==> config.mk <==
export PLATFORM = sky130hd
export DESIGN_NAME = bioc_top
export DESIGN_NICKNAME = d
export VERILOG_FILES = /design/src/bioc_pkg.sv /design/src/bioc_pulse_gen.sv /design/src/bioc_top.sv
export SDC_FILE = /design/constraint.sdc
export NUM_CORES = 1
export LEC_CHECK = 0
export ABC_AREA = 1
export ABC_CLOCK_PERIOD_IN_PS = 7700
export BUFFER_PORTS_ARGS = -buffer_cell sky130_fd_sc_hd__buf_2
export CORE_ASPECT_RATIO = 0.5
export CORE_MARGIN = 2
export CORE_UTILIZATION = 40
export CTS_CLUSTER_SIZE = 8
export DETAILED_ROUTE_END_ITERATION = 8
export PLACE_DENSITY_LB_ADDON = 0.08
export SLEW_MARGIN = 15
export SYNTH_ARGS = -nofsm -noshare
export SYNTH_HDL_FRONTEND = slang
export SYNTH_HIERARCHICAL = 1
export SYNTH_SLANG_ARGS = --single-unit
==> constraint.sdc <==
create_clock -name mclk -period 7.7 [get_ports mclk]
set_clock_uncertainty 0.2 [all_clocks]
set_input_delay 0.385 -clock mclk [delete_from_list [all_inputs] [get_ports mclk]]
set_output_delay 0.385 -clock mclk [all_outputs]
set_load 0.005 [all_outputs]
==> src/bioc_pkg.sv <==
// constants, register map and types for the batch i/o output control block
package bioc_pkg;
    // clock and timing
    localparam int unsigned CLK_PERIOD_NS = 5;
    localparam int unsigned PULSE_WIDTH_MS = 10;
    localparam int unsigned MAX_PULSE_RATE = 49;
    localparam int unsigned SEC_NS = 1000000000;
    localparam int unsigned PULSE_WIDTH_CYC = PULSE_WIDTH_MS * 1000000 / CLK_PERIOD_NS;
    // least spacing rounds up so the rate never exceeds the maximum
    localparam int unsigned PULSE_PERIOD_CYC =
        (SEC_NS + MAX_PULSE_RATE * CLK_PERIOD_NS - 1) / (MAX_PULSE_RATE * CLK_PERIOD_NS);
    localparam int unsigned SEC_CYC = SEC_NS / CLK_PERIOD_NS;
    localparam int unsigned DELAY_MAX_MIN = 79;
    localparam int unsigned DELAY_MAX_SEC_PART = 59;
    localparam logic [12:0] DELAY_MAX_S = 13'(DELAY_MAX_MIN * 60 + DELAY_MAX_SEC_PART);

    // bus geometry
    localparam int unsigned ADDR_W = 4;
    localparam int unsigned DATA_W = 32;
    localparam int unsigned QTY_W = 24;
    localparam int unsigned RES_W = 16;

    // register offsets (word index)
    localparam logic [3:0] REG_CTRL = 4'h0;
    localparam logic [3:0] REG_DELAY = 4'h1;
    localparam logic [3:0] REG_PRESET = 4'h2;
    localparam logic [3:0] REG_PRESTOP = 4'h3;
    localparam logic [3:0] REG_RESOL = 4'h4;
    localparam logic [3:0] REG_STATUS = 4'h5;
    localparam logic [3:0] REG_DELIV = 4'h6;
    localparam logic [3:0] REG_TOTAL = 4'h7;
    localparam logic [3:0] REG_PEND = 4'h8;

    // control register fields
    localparam int unsigned CTRL_PRESET = 0;
    localparam int unsigned CTRL_QUAD = 1;
    localparam int unsigned CTRL_PCHK = 2;
    localparam int unsigned CTRL_REMFN = 3;
    localparam int unsigned CTRL_EXENC = 4;
    localparam int unsigned CTRL_R2EN = 5;
    localparam int unsigned CTRL_SSTART = 6;
    localparam int unsigned CTRL_SSTOP = 7;
    localparam int unsigned CTRL_CH1T = 8;
    localparam int unsigned CTRL_CH2T = 11;
    localparam int unsigned CTRL_W = 14;
    localparam logic [13:0] CTRL_RST = 14'h0000;
    localparam logic [12:0] DELAY_RST = 13'h0000;
    localparam logic [23:0] QTY_RST = 24'h000000;
    localparam logic [15:0] RESOL_RST = 16'h0001;

    // error codes shown while a quadrature alarm stands
    localparam logic [4:0] ERR_NONE = 5'h00;
    localparam logic [4:0] ERR_MISSING = 5'd13;
    localparam logic [4:0] ERR_SIMUL = 5'd18;

    // input front-end types
    typedef enum logic [2:0] {
        IN_LOGIC = 3'b000,
        IN_OPENC = 3'b001,
        IN_NAMUR = 3'b010,
        IN_CONTACT = 3'b011,
        IN_COIL = 3'b100
    } bioc_intype_t;

    // delivery sequencer states
    typedef enum logic [1:0] {
        ST_IDLE = 2'b00,
        ST_RUN = 2'b01,
        ST_SLOW = 2'b10,
        ST_END = 2'b11
    } bioc_state_t;
endpackage

==> src/bioc_pulse_gen.sv <==
// rate-limited total output pulse generator with pending queue
`timescale 1ns/10ps
module bioc_pulse_gen #(
    parameter int unsigned CNT_W = 16,
    parameter int unsigned WIDTH_CYC = 2000000,
    parameter int unsigned PERIOD_CYC = 4081633
) (
    input wire logic mclk, // system clock
    input wire logic rst, // async reset, active high
    input wire logic inc, // one total increment
    output logic pulse_n_q, // active-low output pulse
    output logic [CNT_W-1:0] pending_q // increments not yet sent
);
    localparam logic [31:0] PER_M1 = 32'(PERIOD_CYC - 1);
    localparam logic [31:0] HIGH_AT = 32'(PERIOD_CYC - WIDTH_CYC);
    localparam logic [CNT_W-1:0] PEND_MAX = '1;

    logic [31:0] timer_q;
    logic fire;

    assign fire = (timer_q == 32'h0) && ((pending_q != '0) || inc);

    // queue: increments wait here, saturating rather than wrapping
    always_ff @(posedge mclk or posedge rst) begin
        if (rst) begin
            pending_q <= '0;
        end else if (fire && !inc) begin
            pending_q <= pending_q - 1'b1;
        end else if (inc && !fire && pending_q != PEND_MAX) begin
            pending_q <= pending_q + 1'b1;
        end
    end

    // spacing timer: one pulse per period at most
    always_ff @(posedge mclk or posedge rst) begin
        if (rst) begin
            timer_q <= 32'h0;
        end else if (fire) begin
            timer_q <= PER_M1;
        end else if (timer_q != 32'h0) begin
            timer_q <= timer_q - 32'h1;
        end
    end

    // low for the width, then released
    always_ff @(posedge mclk or posedge rst) begin
        if (rst) begin
            pulse_n_q <= 1'b1;
        end else if (fire) begin
            pulse_n_q <= 1'b0;
        end else if (timer_q == HIGH_AT) begin
            pulse_n_q <= 1'b1;
        end
    end
endmodule // bioc_pulse_gen

==> src/bioc_top.sv <==
// flow input, relay, pulse, end-of-delivery and alarm control of a truck totaliser
// Functional notes
// - channel 1 counts in both modes; channel 2 only checks phase in quadrature
// - contact and coil input types are accepted on channel 1 only
// - remote button does start or stop/print, as configured, like the key
// - calibration switch honoured only when explosion-proof enclosure is configured
// - preset mode drives two relays: single, dual valve or pump
// - second relay waits a programmable 0 to 79:59 after start
// - relays slow the flow once remaining quantity reaches prestop
// - non-preset mode uses relay 1 only, no delay, no prestop
// - one output pulse per least digit increment of the total
// - output pulse is active low, about 10 ms long
// - at most 49 output pulses per second
// - end-of-delivery output on from delivery end until next start
// - in quadrature the flow alarm reports channel discrepancy
// - alarm output low while alarm stands; only a stop event (halt key, or remote in stop mode) clears it
// - alarm on missing pulses or simultaneous pulses since last clear
// - alarm drops both relays, lights halt, keeps counting, shows 13 or 18
//
// The implementer's own choices: strobed register access and the address map.
`timescale 1ns/10ps
module bioc_top #(
    parameter int unsigned SEC_CYC = bioc_pkg::SEC_CYC,
    parameter int unsigned PULSE_WIDTH_CYC = bioc_pkg::PULSE_WIDTH_CYC,
    parameter int unsigned PULSE_PERIOD_CYC = bioc_pkg::PULSE_PERIOD_CYC,
    parameter int unsigned PEND_W = 16
) (
    input wire logic mclk, // system clock, 200 MHz
    input wire logic rst, // async reset, active high
    input wire logic [bioc_pkg::ADDR_W-1:0] addr, // register word index
    input wire logic [bioc_pkg::DATA_W-1:0] wdata, // write data
    input wire logic wr, // write strobe
    input wire logic rd, // read strobe
    output logic [bioc_pkg::DATA_W-1:0] rdata_q, // read data, cycle after rd
    input wire logic ch1_in, // flow pulse channel 1 (90 deg)
    input wire logic ch2_in, // flow pulse channel 2 (0 deg)
    input wire logic remote_sw, // remote push-button, high when pressed
    input wire logic cal_sw, // external calibration switch
    input wire logic start_key, // front-panel start/reset key
    input wire logic halt_key, // front-panel stop/print key
    output logic relay1_q, // relay 1 energised
    output logic relay2_q, // relay 2 energised
    output logic pulse_out_n_q, // total output pulse, active low
    output logic eod_n_q, // end of delivery, active low
    output logic alarm_n_q, // flow alarm, active low
    output logic halt_led_q, // halt indicator
    output logic [4:0] err_code_q, // flashing error code, 0 when none
    output logic print_req_q, // one-cycle ticket print request
    output logic cal_active_q, // calibration switch honoured and closed
    output logic [2:0] ch1_type_q, // channel 1 front-end type
    output logic [2:0] ch2_type_q // channel 2 front-end type
);
    logic [bioc_pkg::CTRL_W-1:0] ctrl_q;
    logic [12:0] delay_q;
    logic [bioc_pkg::QTY_W-1:0] preset_q, prestop_q, deliv_q, total_q;
    logic [bioc_pkg::RES_W-1:0] resol_q, prescale_q;
    logic [PEND_W-1:0] pending;
    logic pulse_n;
    bioc_pkg::bioc_state_t state_q;
    logic ch1_p_q, ch2_p_q, rem_p_q, start_p_q, halt_p_q;
    logic ch1_e, ch2_e, rem_e, start_evt, stop_evt;
    logic preset_en, quad_en, chk_en, alarm_q, last_ch1_q, seen_q;
    logic [31:0] sec_cnt_q;
    logic sec_tick;
    logic [12:0] dly_cnt_q;
    logic dly_done;
    logic total_inc;
    logic [bioc_pkg::QTY_W-1:0] remain;
    logic err_miss, err_sim;
    logic [4:0] err_q;
    logic [2:0] w_ch1t, w_ch2t;

    localparam logic [31:0] SEC_M1 = 32'(SEC_CYC - 1);

    assign preset_en = ctrl_q[bioc_pkg::CTRL_PRESET];
    assign quad_en = ctrl_q[bioc_pkg::CTRL_QUAD];
    assign chk_en = quad_en && ctrl_q[bioc_pkg::CTRL_PCHK];
    assign w_ch1t = wdata[bioc_pkg::CTRL_CH1T +: 3];
    assign w_ch2t = wdata[bioc_pkg::CTRL_CH2T +: 3];

    // register writes
    always_ff @(posedge mclk or posedge rst) begin
        if (rst) begin
            ctrl_q <= bioc_pkg::CTRL_RST;
            delay_q <= bioc_pkg::DELAY_RST;
            preset_q <= bioc_pkg::QTY_RST;
            prestop_q <= bioc_pkg::QTY_RST;
            resol_q <= bioc_pkg::RESOL_RST;
        end else if (wr) begin
            case (addr)
                bioc_pkg::REG_CTRL: begin
                    ctrl_q[bioc_pkg::CTRL_CH1T-1:0] <= wdata[bioc_pkg::CTRL_CH1T-1:0];
                    if (w_ch1t <= 3'(bioc_pkg::IN_COIL)) begin
                        ctrl_q[bioc_pkg::CTRL_CH1T +: 3] <= w_ch1t;
                    end
                    if (w_ch2t <= 3'(bioc_pkg::IN_NAMUR)) begin
                        ctrl_q[bioc_pkg::CTRL_CH2T +: 3] <= w_ch2t;
                    end
                end
                bioc_pkg::REG_DELAY: begin
                    if (wdata[12:0] > bioc_pkg::DELAY_MAX_S) begin
                        delay_q <= bioc_pkg::DELAY_MAX_S;
                    end else begin
                        delay_q <= wdata[12:0];
                    end
                end
                bioc_pkg::REG_PRESET: preset_q <= wdata[bioc_pkg::QTY_W-1:0];
                bioc_pkg::REG_PRESTOP: prestop_q <= wdata[bioc_pkg::QTY_W-1:0];
                bioc_pkg::REG_RESOL: resol_q <= wdata[bioc_pkg::RES_W-1:0];
                default: ;
            endcase
        end
    end

    // read port, data in the cycle after the strobe
    always_ff @(posedge mclk or posedge rst) begin
        if (rst) begin
            rdata_q <= '0;
        end else if (rd) begin
            case (addr)
                bioc_pkg::REG_CTRL: rdata_q <= 32'(ctrl_q);
                bioc_pkg::REG_DELAY: rdata_q <= 32'(delay_q);
                bioc_pkg::REG_PRESET: rdata_q <= 32'(preset_q);
                bioc_pkg::REG_PRESTOP: rdata_q <= 32'(prestop_q);
                bioc_pkg::REG_RESOL: rdata_q <= 32'(resol_q);
                bioc_pkg::REG_STATUS: rdata_q <= {19'h0, err_code_q, cal_active_q, halt_led_q,
                    ~alarm_n_q, ~eod_n_q, relay2_q, relay1_q, state_q};
                bioc_pkg::REG_DELIV: rdata_q <= 32'(deliv_q);
                bioc_pkg::REG_TOTAL: rdata_q <= 32'(total_q);
                bioc_pkg::REG_PEND: rdata_q <= 32'(pending);
                default: rdata_q <= '0;
            endcase
        end else begin
            rdata_q <= '0;
        end
    end

    // previous input levels for rising-edge detection
    always_ff @(posedge mclk or posedge rst) begin
        if (rst) begin
            ch1_p_q <= 1'b0;
            ch2_p_q <= 1'b0;
            rem_p_q <= 1'b0;
            start_p_q <= 1'b0;
            halt_p_q <= 1'b0;
        end else begin
            ch1_p_q <= ch1_in;
            ch2_p_q <= ch2_in;
            rem_p_q <= remote_sw;
            start_p_q <= start_key;
            halt_p_q <= halt_key;
        end
    end

    assign ch1_e = ch1_in && !ch1_p_q;
    assign ch2_e = quad_en && ch2_in && !ch2_p_q;
    assign rem_e = remote_sw && !rem_p_q;
    assign start_evt = (start_key && !start_p_q) ||
        (rem_e && !ctrl_q[bioc_pkg::CTRL_REMFN]);
    assign stop_evt = (halt_key && !halt_p_q) ||
        (rem_e && ctrl_q[bioc_pkg::CTRL_REMFN]);

    // calibration switch gate
    always_ff @(posedge mclk or posedge rst) begin
        if (rst) begin
            cal_active_q <= 1'b0;
        end else begin
            cal_active_q <= ctrl_q[bioc_pkg::CTRL_EXENC] && cal_sw;
        end
    end

    // front-end type outputs
    always_ff @(posedge mclk or posedge rst) begin
        if (rst) begin
            ch1_type_q <= 3'(bioc_pkg::IN_LOGIC);
            ch2_type_q <= 3'(bioc_pkg::IN_LOGIC);
        end else begin
            ch1_type_q <= ctrl_q[bioc_pkg::CTRL_CH1T +: 3];
            ch2_type_q <= ctrl_q[bioc_pkg::CTRL_CH2T +: 3];
        end
    end

    // prescaler: channel 1 pulses per least digit of the total
    assign total_inc = ch1_e && ((prescale_q + 1'b1 >= resol_q) || resol_q == '0);
    always_ff @(posedge mclk or posedge rst) begin
        if (rst) begin
            prescale_q <= '0;
        end else if (total_inc) begin
            prescale_q <= '0;
        end else if (ch1_e) begin
            prescale_q <= prescale_q + 1'b1;
        end
    end

    // accumulated and delivered totals, counted even during an alarm
    always_ff @(posedge mclk or posedge rst) begin
        if (rst) begin
            total_q <= '0;
            deliv_q <= '0;
        end else begin
            if (total_inc) begin
                total_q <= total_q + 1'b1;
            end
            if (start_evt && (state_q == bioc_pkg::ST_IDLE || state_q == bioc_pkg::ST_END)) begin
                deliv_q <= '0;
            end else if (total_inc && state_q != bioc_pkg::ST_IDLE) begin
                deliv_q <= deliv_q + 1'b1;
            end
        end
    end

    // quadrature check: missing and simultaneous pulses
    assign err_sim = chk_en && ch1_e && ch2_e;
    assign err_miss = chk_en && seen_q && ((ch1_e && !ch2_e && last_ch1_q) ||
        (ch2_e && !ch1_e && !last_ch1_q));
    always_ff @(posedge mclk or posedge rst) begin
        if (rst) begin
            last_ch1_q <= 1'b0;
            seen_q <= 1'b0;
        end else if (!chk_en || (stop_evt && alarm_q)) begin
            seen_q <= 1'b0;
        end else if (ch1_e != ch2_e) begin
            last_ch1_q <= ch1_e;
            seen_q <= 1'b1;
        end
    end

    // sticky alarm; a new error wins over the stop-event clear
    always_ff @(posedge mclk or posedge rst) begin
        if (rst) begin
            alarm_q <= 1'b0;
            err_q <= bioc_pkg::ERR_NONE;
        end else if (err_sim || err_miss) begin
            alarm_q <= 1'b1;
            if (!alarm_q || stop_evt) begin
                err_q <= err_sim ? bioc_pkg::ERR_SIMUL : bioc_pkg::ERR_MISSING;
            end
        end else if (stop_evt) begin
            alarm_q <= 1'b0;
            err_q <= bioc_pkg::ERR_NONE;
        end
    end

    // remaining quantity to the batch end
    assign remain = (deliv_q >= preset_q) ? '0 : preset_q - deliv_q;

    // delivery sequencer
    always_ff @(posedge mclk or posedge rst) begin
        if (rst) begin
            state_q <= bioc_pkg::ST_IDLE;
        end else begin
            case (state_q)
                bioc_pkg::ST_IDLE, bioc_pkg::ST_END: begin
                    if (start_evt) begin
                        state_q <= bioc_pkg::ST_RUN;
                    end
                end
                bioc_pkg::ST_RUN: begin
                    if (stop_evt || (preset_en && remain == '0)) begin
                        state_q <= bioc_pkg::ST_END;
                    end else if (preset_en && remain <= prestop_q) begin
                        state_q <= bioc_pkg::ST_SLOW;
                    end
                end
                bioc_pkg::ST_SLOW: begin
                    if (stop_evt || !preset_en || remain == '0) begin
                        state_q <= bioc_pkg::ST_END;
                    end
                end
                default: state_q <= bioc_pkg::ST_IDLE;
            endcase
        end
    end

    // one-second tick for the start delay
    assign sec_tick = (sec_cnt_q == SEC_M1);
    always_ff @(posedge mclk or posedge rst) begin
        if (rst) begin
            sec_cnt_q <= 32'h0;
        end else if (sec_tick || state_q != bioc_pkg::ST_RUN) begin
            sec_cnt_q <= 32'h0;
        end else begin
            sec_cnt_q <= sec_cnt_q + 32'h1;
        end
    end

    // start delay counter, reloaded while not running
    assign dly_done = !ctrl_q[bioc_pkg::CTRL_SSTART] || (dly_cnt_q == 13'h0);
    always_ff @(posedge mclk or posedge rst) begin
        if (rst) begin
            dly_cnt_q <= 13'h0;
        end else if (state_q != bioc_pkg::ST_RUN && state_q != bioc_pkg::ST_SLOW) begin
            dly_cnt_q <= delay_q;
        end else if (sec_tick && dly_cnt_q != 13'h0) begin
            dly_cnt_q <= dly_cnt_q - 13'h1;
        end
    end

    // relay drive
    always_ff @(posedge mclk or posedge rst) begin
        if (rst) begin
            relay1_q <= 1'b0;
            relay2_q <= 1'b0;
        end else begin
            relay1_q <= !alarm_q && (state_q == bioc_pkg::ST_RUN ||
                state_q == bioc_pkg::ST_SLOW);
            relay2_q <= !alarm_q && preset_en && ctrl_q[bioc_pkg::CTRL_R2EN] && dly_done &&
                (state_q == bioc_pkg::ST_RUN || (state_q == bioc_pkg::ST_SLOW &&
                !ctrl_q[bioc_pkg::CTRL_SSTOP]));
        end
    end

    // end of delivery, alarm, code, halt and print outputs
    always_ff @(posedge mclk or posedge rst) begin
        if (rst) begin
            eod_n_q <= 1'b1;
            alarm_n_q <= 1'b1;
            err_code_q <= bioc_pkg::ERR_NONE;
            halt_led_q <= 1'b0;
            print_req_q <= 1'b0;
        end else begin
            eod_n_q <= !(state_q == bioc_pkg::ST_END);
            alarm_n_q <= !alarm_q;
            err_code_q <= err_q;
            halt_led_q <= alarm_q || state_q == bioc_pkg::ST_END;
            print_req_q <= stop_evt;
        end
    end

    // rate-limited pulse output
    bioc_pulse_gen #(
        .CNT_W(PEND_W),
        .WIDTH_CYC(PULSE_WIDTH_CYC),
        .PERIOD_CYC(PULSE_PERIOD_CYC)
    ) u_pulse (
        .mclk(mclk),
        .rst(rst),
        .inc(total_inc),
        .pulse_n_q(pulse_n),
        .pending_q(pending)
    );

    // output pulse retimed so the port comes from a local flip-flop
    always_ff @(posedge mclk or posedge rst) begin
        if (rst) begin
            pulse_out_n_q <= 1'b1;
        end else begin
            pulse_out_n_q <= pulse_n;
        end
    end
endmodule // bioc_top

Word-level counts from Yosys, hierarchy flattened:

Cells that the tools add are included.

* shift-type cells: 0
* bitwise gates (word level): 3
* equality and inequality tests: 21
* reductions and logical operators: 99
* multipliers: 0
* mux-type cells: 30
* divide/modulo/power cells: 0
* $add $sub $neg: 9
* $lt $le $gt $ge: 6

Operators by type and width (count)
* $pmux 24 s9: 1
* $mux 32: 4
* $mux 24: 3
* $mux 16: 4
* $add 24x1->24 const B: 2
* $mux 13: 3
* $logic_and 1x1->1: 36
* $add 16x1->16 const B: 2
* $add 32x1->32 const B: 1
* $eq 32x21->1 const B: 1
* $eq 32x28->1 const B: 1
* $logic_not 32->1: 1
* $reduce_bool 32->1: 1
* $sub 32x1->32 const B: 1
* $ge 24x24->1: 1
* $le 24x24->1: 1
* $logic_not 24->1: 1
* $sub 24x24->24: 1
* $mux 5: 4
* $reduce_bool 2->1: 9
* $logic_not 1->1: 17
* $logic_or 1x1->1: 17
* $eq 4x3->1 const B: 4
* $ge 16x16->1: 1
* 28 further kinds: 51

* register bits after elaboration: 315
* bits in latches: 0
* memories kept: 0
* output and inout port bits: 51
* word-level logic and storage cells: 205
* input bits: 46
* memory bits (read-only): 0
* bits in writable memories: 0

Longest topological paths before layout:

Gate-level depths: netlist (run 1).

* depth after elaboration: 11
* mapped depth: 39
* mapped depth without buffers: 37

Hierarchy:

The synthesis (run 1) kept the hierarchy.

Modules (own cells, without submodules)
* bioc_top: instances 1, seq. area each 6311.1 um^2, area an instance 15174.6 um^2, cells an instance 2013
* bioc_pulse_gen: instances 1, seq. area each 1227.4 um^2, area an instance 3517.1 um^2, cells an instance 481

Worst setup path after synthesis (run 1):

Ideal clock, no wire load.

* path type: register to register
* start point: register prescale_q[0] in the netlist's numbering
* end point: register u_pulse.pending_q[12]
* cell stages (with the launch flop): 39
* setup time: 0.117 ns
* buffers on the path: 2
* period minus slack after synthesis: 5.006 ns
* arrival: 4.689 ns
* path slack: 2.694 ns
* required time: 7.383 ns
* cell sequence: dfrtp_1 > ha_1 > nand3_1 > nor3_1 > nand3_1 > nor3_1 > nand3_1 > nor3_1 > xor2_1 > inv_1 > ha_1 > nand2_1 > inv_1 > nand3_1 > nor3_1 > nand2_1 > nand4_1 > nand2_1 > (+3 left out) > nand3_1 > nor2_2 > nand2_4 > nand3_4 > buf_6 > nand2_2 > nand2_1 > inv_1 > ha_1 > inv_1 > nand2_1 > nand2_2 > nand2_2 > nand3_1 > nand3_1 > nand2_1 > nand2_1 > nand2_1

* longest elaborated chain between the ends: 10
* elaborated cells on any way between the ends: 13
* classes of those cells: add/sub (1); order compare (1); mux (1); reduce/logical (10)

Ends and longest elaborated chain
* start, declared: line bioc_top.sv:56 `logic [bioc_pkg::RES_W-1:0] resol_q, prescale_q;`
* start signal, assigned: line bioc_top.sv:191 `prescale_q <= prescale_q + 1'b1;`
* $add 16x1->16 (*): line bioc_top.sv:184 `assign total_inc = ch1_e && ((prescale_q + 1'b1 >= resol_q) || resol_q == '0);`
* $ge 16x16->1 (*): line bioc_top.sv:184
* $logic_or 1x1->1 (*): line bioc_top.sv:184
* $logic_and 1x1->1 (*): line bioc_top.sv:184
* via total_inc: line bioc_top.sv:67 `logic total_inc;`
* $logic_or 1x1->1: line bioc_pulse_gen.sv:21 `assign fire = (timer_q == 32'h0) && ((pending_q != '0) || inc);`
* $logic_and 1x1->1: line bioc_pulse_gen.sv:21
* $logic_not 1->1: line bioc_pulse_gen.sv:29 `end else if (inc && !fire && pending_q != PEND_MAX) begin`
* $logic_and 1x1->1 (2 in series): line bioc_pulse_gen.sv:29
* $reduce_bool 2->1 (no line)
* end signal, assigned: line bioc_pulse_gen.sv:28 `pending_q <= pending_q - 1'b1;`
* end signal, assigned: line bioc_pulse_gen.sv:30 `pending_q <= pending_q + 1'b1;`
* end, declared: line bioc_pulse_gen.sv:12 `output logic [CNT_W-1:0] pending_q`

Mark *: on every way through the listed nets, which the timed path passes. The rest lies on a longest branch.
A chain may end at the register's enable or synchronous reset.

Worst setup path in the final report (run 1):

* start point: register prescale_q[0] in the netlist's numbering
* end point: register u_pulse.pending_q[13]

* longest elaborated chain between the ends: 10
* elaborated cells on any way between the ends: 13
* classes of those cells: add/sub (1); order compare (1); mux (1); reduce/logical (10)

Ends and longest elaborated chain (line)
* $add 16x1->16 (*): bioc_top.sv:184
* $ge 16x16->1 (*): bioc_top.sv:184
* $logic_or 1x1->1 (*): bioc_top.sv:184
* $logic_and 1x1->1 (*): bioc_top.sv:184
* $logic_or 1x1->1: bioc_pulse_gen.sv:21
* $logic_and 1x1->1: bioc_pulse_gen.sv:21
* $logic_not 1->1: bioc_pulse_gen.sv:29
* $logic_and 1x1->1 (2 in series): bioc_pulse_gen.sv:29
* $reduce_bool 2->1 (no line)

Mark *: on every way between the ends. The rest lies on a longest branch, timed or not.

==> impl.org, run 1 <==
** Power and ir drop
- The share of total power dissipated in the clock network is 0.302.
- The analysis attributes to cell leakage a power of 0.0106 uW.
- VDD sags by at most 155 uV.
- Of the total power, registers draw 0.354.
- Of the total power, the share spent switching nets is 0.393.
- Cell internal power was estimated by the tool at 3560 uW.
- P_sw :: 2300 uW
- Of the total power, combinational logic draws 0.344.
- For this design the ratio of total power to cell area is 276 mW/mm^2.

** Timing
- RSZ-0062 raised after global routing :: no
- Clock period minus final worst setup slack :: 5.92 ns
- Max Fclk :: 169 MHz
- Of the available clock period, the critical path in the final layout requires 0.768.
- Total negative slack for setup checks :: 0 ns
- Measured against its own limit, the worst slew margin works out to 0.264.
- Transition time of the tightest slew-check pin :: 1.10 ns
- Max-slew violation count :: 0
- Final number of setup-violating endpoints :: 0
- Hold timing on the final database bottoms out at a slack of 0.0357 ns.
- The total count of hold-check failures in the final report came to 0.

** Critical path
- In this run the worst path has a maximum fanout of 21.
- On the critical path, the stage with the largest delay is an instance of sky130_fd_sc_hd__clkinv_1.
- Counting stages on the worst path, the most repeated cell is sky130_fd_sc_hd__nand2_1.
- Largest stage delay on the critical path :: 0.46 ns
- Reg2reg setup slack :: 1.78 ns
- The worst setup path is launched from a flip-flop.
- Type of the worst setup path :: reg2reg
- Data on the critical path arrives at its endpoint at 6.17 ns.
- Sum of buffers and inverters on the critical path :: 5
- STA puts the critical path data required time at 7.95 ns.
- Register-to-Register Path Depth :: 35
- Grouping stages by cell kind, the critical path spends the most delay in simple AND/OR/NAND/NOR gates.
- Worst Setup End Kind :: flip-flop
- FF-to-FF Start :: prescale_q[0]$_DFFE_PP0P_
- FF-to-FF End :: u_pulse/pending_q[13]$_DFFE_PP0P_

** Drt
- 1st-iter DRT viols :: 1357
- Detailed-route wire length :: 56600 um
- Residual antenna-violating net count after detailed routing :: 0
- DRC violations left :: 0
- After detailed routing, the average wire length per cell comes to 17.4 um.
- The first TritonRoute pass finished after 6 iterations.
- In the routed layout, each cell is associated on average with a via count of 5.13.
- Summing over every cut layer, the via total after detailed routing is 16700.

** Min path
- Number of cells on the worst hold path :: 3
- End point of the most critical hold path :: rdata_q[5]$_DFF_PP0_
- Worst hold path startpoint :: rd
- The path class of the tightest hold or removal check is in2reg.

** Global routing
- Congestion Overflow GR :: 0
- The number of antenna violations at the first check in global routing is 0.
- The number of global-route vias before repair was 15800.
- Largest net degree at the start of global routing :: 171
- Global-route wire length before repair :: 88900 um
- For this run, the total global-route usage over all layers was measured as 0.236.

** Clocking
- Hold repair after CTS inserted 33 buffers.
- The cell sitting at the root of the clock tree is a sky130_fd_sc_hd__clkbuf_16.
- TritonCTS built the clock tree.
- After clock tree synthesis, the repair step resized 0 gates.
- H-Tree Level Count :: 2
- After clock tree synthesis, the setup repair step added 0 buffers.
- Clock insertion delay at the later pin of the skew report :: 0.56 ns
- The clock net in this run drives a total of 301 sinks.
- Maximum number of buffers from clock root to sink :: 3
- Clock input transition at the sequential cells of the worst setup and hold paths :: 0.06 ns
- Inserted Clock Buffers :: 43

** Yosys
- Sequential element share of the synthesized area :: 0.403
- For this run, asynchronously set or reset flops after synthesis account for 1.00.
- Counting flops with a built-in enable in the synthesized netlist gives 0.
- Of the post-synthesis cell area, the dominant cell type holds 0.396.
- A synthesized cell averages 7.49 um^2.
- The largest total area in the synthesized netlist belongs to sky130_fd_sc_hd__dfrtp_1.
- Cells after Synth :: 2494
- Yosys reg bits :: 301
- Distinct cells, synth :: 64
- After synthesis the cells add up to 0.0187 mm^2.
- For this run, the number of Yosys warnings is 6.
- For this run, the leading register cell type out of synthesis is sky130_fd_sc_hd__dfrtp_1.
- In the post-synthesis netlist, the biggest area contributors are sky130_fd_sc_hd__dfrtp_1, sky130_fd_sc_hd__nand2_1, sky130_fd_sc_hd__inv_1, sky130_fd_sc_hd__ha_1, sky130_fd_sc_hd__nor2_1.

** Run status
- The run finished with clean final reports.

** Finish
- Leaving out fill and tap cells, the most frequent cell in the layout is sky130_fd_sc_hd__nand2_1.
- Post-synthesis to final-layout area growth :: 13.6%
- Layout cell share with drive strength beyond 1 :: 0.0940
- Counting the fill cells in the layout gives 4645.
- Final layout net count :: 2734
- Number of antenna diodes :: 0
- The top cell types in the final layout, fill and taps aside, are sky130_fd_sc_hd__nand2_1, sky130_fd_sc_hd__inv_1, sky130_fd_sc_hd__dfrtp_1.

** Job
- Across the run, the number of max-cap violations was 0.

** Floorplan
- Die Width :: 310 um
- Height of the die :: 157 um
- FP Rows :: 55
- Starting utilization of the core area :: 0.410
- For this design the top-level I/O count stands at 97.
- Die area :: 0.0486 mm^2
- Area of the core :: 0.0456 mm^2

** Placed design
- Routability-driven placement finished with a final weighted congestion of 0.902.
- During placement, the flow inserted port buffers numbering 80.
- Detailed placement ended at an HPWL of 42600 um.
==> worst min-delay path: stages <==
cell	delay, ns
sky130_fd_sc_hd__buf_2	0.22
sky130_fd_sc_hd__nand2_1	0.11
sky130_fd_sc_hd__inv_1	0.03
==> synthesized netlist by cell type (11+ instances only) <==
| cell type | n |
|---|---|
| sky130_fd_sc_hd__a21oi_1 | 102 |
| sky130_fd_sc_hd__a221oi_1 | 27 |
| sky130_fd_sc_hd__buf_4 | 11 |
| sky130_fd_sc_hd__clkbuf_1 | 38 |
| sky130_fd_sc_hd__dfrtp_1 | 296 |
| sky130_fd_sc_hd__ha_1 | 79 |
| sky130_fd_sc_hd__inv_1 | 385 |
| sky130_fd_sc_hd__nand2_1 | 637 |
| sky130_fd_sc_hd__nand2_2 | 18 |
| sky130_fd_sc_hd__nand3_1 | 92 |
| sky130_fd_sc_hd__nand4_1 | 42 |
| sky130_fd_sc_hd__nor2_1 | 223 |
| sky130_fd_sc_hd__nor2_2 | 22 |
| sky130_fd_sc_hd__nor3_1 | 46 |
| sky130_fd_sc_hd__nor3_2 | 11 |
| sky130_fd_sc_hd__nor4_1 | 28 |
| sky130_fd_sc_hd__o21ai_0 | 164 |
| sky130_fd_sc_hd__o22ai_1 | 38 |
| sky130_fd_sc_hd__xnor2_1 | 18 |
| sky130_fd_sc_hd__xor2_1 | 67 |
==> power by group through the flow <==
stage                     Sequential [uW]  Combinational (uW)  Clock, uW
final                                2070                2020       1770
after detailed placement             2090                2000          0
after global placement               2090                1980          0
after global routing                 2100                2320       1890
after CTS                            2070                2020       1810
after floorplan                      1990                1510          0
==> sequential cells by signal, summed over array words and instances, names as in the netlist, 14 cells and up <==
register           cells
sec_cnt_q             32
u_pulse/timer_q       32
deliv_q               24
preset_q              24
prestop_q             24
rdata_q               24
total_q               24
prescale_q            16
resol_q               16
u_pulse/pending_q     16
ctrl_q                14
==> layer usage <==
layer	routed length (um)	GRT usage	part of all wire	vias to the layer above
met5	0	0	0	-
met4	1380	0.0654	0.024	0
met1	26900	0.330	0.47	7867
li1	-	-	-	8308
met3	3040	0.0432	0.054	86
met2	25300	0.375	0.45	424
==> per-stage QoR <==
step                power (uW)  area (um^2)  cells  utilization  setup WS [ns]
floorplan                 3500        18700   2501            -          0.193
global placement          4070        19700   3157        0.432           1.84
detailed placement        4090        19700   3157        0.432           1.82
CTS                       5900        21200   3255        0.465           1.80
global route              6310        21200   3255        0.465           1.13
finish                    5860        21200   3255        0.465           1.78
==> cell type report <==
cell class | instances | area (um^2) | share of cell area
clock inverters | 2 | 25.0 | 0.00118
multi-input cells | 1738 | 9360 | 0.441
well taps | 627 | 785 | 0.0370
repair buffers | 126 | 841 | 0.0396
inverters | 398 | 1500 | 0.0707
flip-flops and latches | 301 | 7540 | 0.355
clock buffers | 63 | 1180 | 0.0557
==> logic make-up (layout without fill, tap and decap cells) <==
logic type / Yosys count / count (layout) / share of synthesized area
compound gates: 395 / 395 / 0.124
simple gates: 1165 / 1165 / 0.279
xor+xnor: 85 / 85 / 0.0398
other cells: 1 / 8 / 0.000201
flops: 301 / 301 / 0.403
buf+inv: 462 / 589 / 0.0975
fa+ha+maj: 80 / 80 / 0.0540
mux: 5 / 5 / 0.00281
==> worst max path at each step <==
stage	from	endpoint	slack, ns	depth (start not counted)
3_5_place_dp	prescale_q[0]$_DFFE_PP0P_	u_pulse/pending_q[13]$_DFFE_PP0P_	1.82	35
5_1_grt	prescale_q[0]$_DFFE_PP0P_	u_pulse/pending_q[15]$_DFFE_PP0P_	1.13	36
3_3_place_gp	prescale_q[0]$_DFFE_PP0P_	u_pulse/pending_q[13]$_DFFE_PP0P_	1.84	35
4_1_cts	prescale_q[0]$_DFFE_PP0P_	u_pulse/pending_q[15]$_DFFE_PP0P_	1.80	36
6_report	prescale_q[0]$_DFFE_PP0P_	u_pulse/pending_q[13]$_DFFE_PP0P_	1.78	35
2_1_floorplan	rst	alarm_q$_DFFE_PP0P_	0.19	1
Power figures use the tool's default switching activity.
==> run 2, diff against run 1 <==
--- a/config.mk
+++ b/config.mk
@@ -5,8 +5,8 @@
 export SDC_FILE = /design/constraint.sdc
 export NUM_CORES = 1
 export LEC_CHECK = 0
-export ABC_AREA = 1
-export ABC_CLOCK_PERIOD_IN_PS = 7700
+export ABC_AREA = 0
+export ABC_CLOCK_PERIOD_IN_PS = 5400
 export BUFFER_PORTS_ARGS = -buffer_cell sky130_fd_sc_hd__buf_2
 export CORE_ASPECT_RATIO = 0.5
 export CORE_MARGIN = 2
==> constraint.sdc (replaced) <==
create_clock -name mclk -period 5.4 [get_ports mclk]
set_clock_uncertainty 0.2 [all_clocks]
set_input_delay 0.27 -clock mclk [delete_from_list [all_inputs] [get_ports mclk]]
set_output_delay 0.27 -clock mclk [all_outputs]
set_load 0.005 [all_outputs]
==> run 2 against run 1 <==
  * Synthesized cell count shrank 30%
  * Non-clock buffer count is 16 higher
  * Highest routed layer unchanged
  * Utilization rose by 0.14 points
  * First-iteration DRC count down 9.1%
  * Via count shrank 15%
  * Worst hold slack gained 0.0045 ns
  * Count of clock-buffer cells in the layout grew 7
  * Routed wire length is 5.6% lower
==> impl.org, run 2 <==
** Yosys
- Fraction of synthesis flops using an asynchronous set or reset pin :: 1.00 (unchanged)
- The combined area of all synthesized cells was 0.0169 mm^2 (was 0.0187 mm^2).
- Cell types with the largest area share after synthesis :: sky130_fd_sc_hd__dfrtp_1, sky130_fd_sc_hd__ha_1, sky130_fd_sc_hd__xnor2_1, sky130_fd_sc_hd__mux2_2, sky130_fd_sc_hd__nor2_1 (was sky130_fd_sc_hd__dfrtp_1, sky130_fd_sc_hd__nand2_1, sky130_fd_sc_hd__inv_1, sky130_fd_sc_hd__ha_1, sky130_fd_sc_hd__nor2_1)
- EDFF count, synth :: 0 (unchanged)
- Average cell area after synthesis :: 9.65 um^2 (was 7.49 um^2)
- Primary flip-flop cell chosen by synthesis mapping :: sky130_fd_sc_hd__dfrtp_1 (unchanged)
- Area share of the largest cell type after synthesis :: 0.439 (was 0.396)
- The synthesis-stage register bit count came to 301 (unchanged).
- The number of warnings reported in the yosys synthesis log was 6 (unchanged).
- The leading area contributor after synthesis is sky130_fd_sc_hd__dfrtp_1 (unchanged).
- The most frequent cell after synthesis is sky130_fd_sc_hd__dfrtp_1 (was sky130_fd_sc_hd__nand2_1).
- Cells after Synth :: 1747 (was 2494)
- Most common library cells after synthesis :: sky130_fd_sc_hd__dfrtp_1, sky130_fd_sc_hd__nor2_1, sky130_fd_sc_hd__nand2_1, sky130_fd_sc_hd__xnor2_1, sky130_fd_sc_hd__inv_1 (was sky130_fd_sc_hd__nand2_1, sky130_fd_sc_hd__inv_1, sky130_fd_sc_hd__dfrtp_1, sky130_fd_sc_hd__nor2_1, sky130_fd_sc_hd__o21ai_0)
- The sequential area share after synthesis is 0.447 (was 0.403).
- Distinct cells, synth :: 85 (was 64)

** Clocking
- Clock root buffer :: sky130_fd_sc_hd__clkbuf_16 (unchanged)
- H-Tree Level Count :: 2 (unchanged)
- Maximum number of buffers from clock root to sink :: 3 (unchanged)
- Clock input transition at the sequential cells of the worst setup and hold paths :: 0.05 ns (was 0.06 ns)
- The CTS tree is built (unchanged).
- Post-CTS setup repair buffer count :: 0 (unchanged)
- Clock insertion delay at the later pin of the skew report :: 0.55 ns (was 0.56 ns)
- The number of buffers created by CTS is 43 (unchanged).
- The number of sinks driven by the clock tree came to 301 (unchanged).

** Run status
- Run status: completed (unchanged).

** Critical path
- CP startpoint kind :: flip-flop (unchanged)
- FF-to-FF End :: u_pulse/pending_q[8]$_DFFE_PP0P_ (was u_pulse/pending_q[13]$_DFFE_PP0P_)
- FF-to-FF Start :: prescale_q[0]$_DFFE_PP0P_ (unchanged)
- The nature of the critical path endpoint is a flip-flop (unchanged).
- The number of cells traversed by the worst register-to-register path came to 24 (was 35).
- The data arrival time of the worst path came to 5.20 ns (was 6.17 ns).
- Reg2reg setup slack :: 0.41 ns (was 1.78 ns)
- Type of the worst setup path :: reg2reg (unchanged)
- Critical path fanouts, max :: 6 (was 21)
- Required time reported for the critical path endpoint :: 5.62 ns (was 7.95 ns)

** Finish
- Top Registers :: sec_cnt_q: 32 flops, u_pulse/timer_q: 32 flops (unchanged)
- Leading cell type in the layout, fill and taps excluded :: sky130_fd_sc_hd__dfrtp_1 (was sky130_fd_sc_hd__nand2_1)
- The area added between synthesis and finish was 15.7% (was 13.6%).
- Top library cells by usage in the layout, fill and taps aside :: sky130_fd_sc_hd__dfrtp_1, sky130_fd_sc_hd__nor2_1, sky130_fd_sc_hd__nand2_1 (was sky130_fd_sc_hd__nand2_1, sky130_fd_sc_hd__inv_1, sky130_fd_sc_hd__dfrtp_1)
- Layout cell share with drive strength beyond 1 :: 0.143 (was 0.0940)
- The number of non-filler instances in the completed layout was 2442 (was 3255).
- The utilization after layout came to 0.467 (was 0.465).
- The net total in the final layout came to 1990 (was 2734).

** Drt
- The number of DRC violations after detailed routing is 0 (unchanged).
- Detailed-route wire length :: 53400 um (was 56600 um)
- The number of antenna-violating nets in the routed design was 0 (unchanged).
- Count of TritonRoute iterations in the first routing pass :: 5 (was 6)
- The via density per instance came to 5.78 (was 5.13).
- The wire length per cell after detailed routing was 21.9 um (was 17.4 um).
- 1st-iter DRT viols :: 1233 (was 1357)
- Via count :: 14100 (was 16700)

** Min path
- Number of cells on the worst hold path :: 3 (unchanged)
- Path class of the lowest-slack min-delay path :: in2reg (unchanged)
- End point of the most critical hold path :: prestop_q[6]$_DFFE_PP0P_ (was rdata_q[5]$_DFF_PP0_)
- The launch point of the worst hold path is wdata[6] (was rd).

** Power and ir drop
- Power density relative to cell area :: 399 mW/mm^2 (was 276 mW/mm^2)
- Tot Pwr :: 7780 uW (was 5860 uW)
- The static power due to leakage was 0.00852 uW (was 0.0106 uW).
- The maximum resistive drop on vdd came to 210 uV (was 155 uV).

** Timing
- The maximum clock rate was 201 MHz (was 169 MHz).
- Worst Slack Setup Final :: 0.413 ns (was 1.78 ns)
- Clock period minus final worst setup slack :: 4.99 ns (was 5.92 ns)
- RSZ-0062 raised after global routing: no (unchanged).
- The setup violation total in the final timing report is 0 (unchanged).
- Final critical-path share of the clock period :: 0.923 (was 0.768)
- Max-slew violation count :: 0 (unchanged)
- Total negative slack for setup checks :: 0 ns (unchanged)
- Transition time of the tightest slew-check pin :: 1.10 ns (about the same)
- The worst slew margin relative to its limit came to 0.267 (was 0.264).
- The total count of hold-check failures in the final report is 0 (unchanged).

** Job
- Number of max-cap violations :: 0 (unchanged)

** Floorplan
- Area of the core :: 0.0418 mm^2 (was 0.0456 mm^2)
- The placement row count is 53 (was 55).
- # IOs :: 97 (unchanged)
- The overall die area came to 0.0439 mm^2 (was 0.0486 mm^2).
- The die outline width was 294 um (was 310 um).
- Starting utilization of the core area :: 0.404 (was 0.410)
- Height of the die :: 149 um (was 157 um)

** Global routing
- The global-route wire length before repair is 82700 um (was 88900 um).
- Initial antenna violation count :: 2 (was 0)
- The maximum number of pins on one net before global-route repair is 118 (was 171).
- Congestion Overflow GR :: 0 (unchanged)
- The global-route usage over all layers came to 0.245 (was 0.236).
- Number of global-route vias before repair :: 14000 (was 15800)

** Placed design
- Number of placed instances, taps included :: 2335 (was 3157)
- The detailed placement HPWL came to 39200 um (was 42600 um).
- Placer's final routability congestion estimate :: 0.910 (was 0.902)
- Worst slack at placement :: 0.273 ns (was 1.82 ns)
- The number of buffers added on ports came to 80 (unchanged).
## run 2: cell types whose count changed in the layout (fill, tap and decap cells not counted), moves of 22 or more
cell                      delta
sky130_fd_sc_hd__nand2_1   -502
sky130_fd_sc_hd__nand3_1    -32
sky130_fd_sc_hd__and3_1     +27
sky130_fd_sc_hd__nor2_1     -53
sky130_fd_sc_hd__mux2_2     +67
sky130_fd_sc_hd__xnor2_1    +77
sky130_fd_sc_hd__o22ai_1    -33
sky130_fd_sc_hd__a22oi_1    +41
sky130_fd_sc_hd__inv_1     -293
sky130_fd_sc_hd__nor2_2     -22
sky130_fd_sc_hd__o21ai_0   -103
## run 2: area by class of cell
cell class                      count  area [um^2]
Clock inverter                      2         25.0
Antenna cell                        1         2.50
Multi-Input combinational cell   1279         8690
Timing Repair Buffer              142          963
Sequential cell                   301         7540
Clock buffer                       70         1220
Fill cell                        3961        22300
Tap cell                          550          688
Inverter                           97          369
## run 2: cell families after synthesis
logic type      count (synthesis)  share of synthesized area
compound gates                334                      0.130
xor+xnor                      145                     0.0753
fa+ha+maj                      80                     0.0598
buf+inv                       174                     0.0422
flops                         301                      0.447
mux                            84                     0.0550
other cells                     1                   0.000222
simple gates                  628                      0.190
## run 2: worst max-delay path by stage
stage	start	end	slack, ns	depth (start not counted)
floorplan	prescale_q[0]$_DFFE_PP0P_	u_pulse/pending_q[12]$_DFFE_PP0P_	0.28	25
global route	prescale_q[0]$_DFFE_PP0P_	u_pulse/pending_q[8]$_DFFE_PP0P_	0.008	24
global placement	prescale_q[0]$_DFFE_PP0P_	u_pulse/pending_q[8]$_DFFE_PP0P_	0.38	24
finish	prescale_q[0]$_DFFE_PP0P_	u_pulse/pending_q[8]$_DFFE_PP0P_	0.41	24
detailed placement	deliv_q[17]$_DFFE_PP0P_	state_q[1]$_DFFE_PP0P_	0.27	18
CTS	deliv_q[17]$_DFFE_PP0P_	state_q[1]$_DFFE_PP0P_	0.21	18
## run 2: per-stage QoR
stage          hold slack (ns)  area (um^2)
2_1_floorplan            0.101        16900
3_3_place_gp             0.112        17900
3_5_place_dp             0.106        17900
4_1_cts                 0.0128        19500
5_1_grt                 0.0208        19500
6_report                0.0402        19500
## run 2: per-layer routing
layer  share of wire  routed length, um  vias up  global-route usage
met5               0                  0        -                   0
met2            0.44              23500      490               0.379
met3           0.075               4010       98              0.0535
li1                -                  -     6490                   -
met1            0.45              24200     7033               0.343
met4           0.031               1660        0              0.0798
## run 2: worst max-delay path, stage by stage, from the launching register on
cell and delay [ns]:
sky130_fd_sc_hd__dfrtp_1 0.45, sky130_fd_sc_hd__ha_2 0.25, sky130_fd_sc_hd__nand3_1 0.15, sky130_fd_sc_hd__nor2_1 0.17, sky130_fd_sc_hd__and3_2 0.25, sky130_fd_sc_hd__and3_1 0.25, sky130_fd_sc_hd__nand3_1 0.11, sky130_fd_sc_hd__xnor2_1 0.20
sky130_fd_sc_hd__ha_1 0.27, sky130_fd_sc_hd__nor2b_1 0.13, sky130_fd_sc_hd__o21ai_0 0.15, sky130_fd_sc_hd__o211ai_1 0.14, sky130_fd_sc_hd__a21o_1 0.21, sky130_fd_sc_hd__nand2_1 0.13, sky130_fd_sc_hd__inv_2 0.06, sky130_fd_sc_hd__a41o_1 0.22
sky130_fd_sc_hd__nor4_4 0.17, sky130_fd_sc_hd__xor2_1 0.17, sky130_fd_sc_hd__ha_1 0.23, sky130_fd_sc_hd__and3_1 0.24, sky130_fd_sc_hd__nor2b_1 0.21, sky130_fd_sc_hd__nand2_1 0.09, sky130_fd_sc_hd__nor3_2 0.19, sky130_fd_sc_hd__nor2_1 0.09
sky130_fd_sc_hd__xnor2_1 0.12
## run 2: what timing repair did
item                       CTS  global route
hold buffers                34             0
gates resized for setup      0             5
setup endpoints to repair    0             5
hold endpoints to repair   152             0
## run 2: power by group
group / leakage [uW] / internal (uW) / switching (uW)
sequential: 0.00391 / 2580 / 414
combinational: 0.00401 / 898 / 1320
clock: 0.000598 / 1530 / 1040
total: 0.00852 / 5000 / 2770
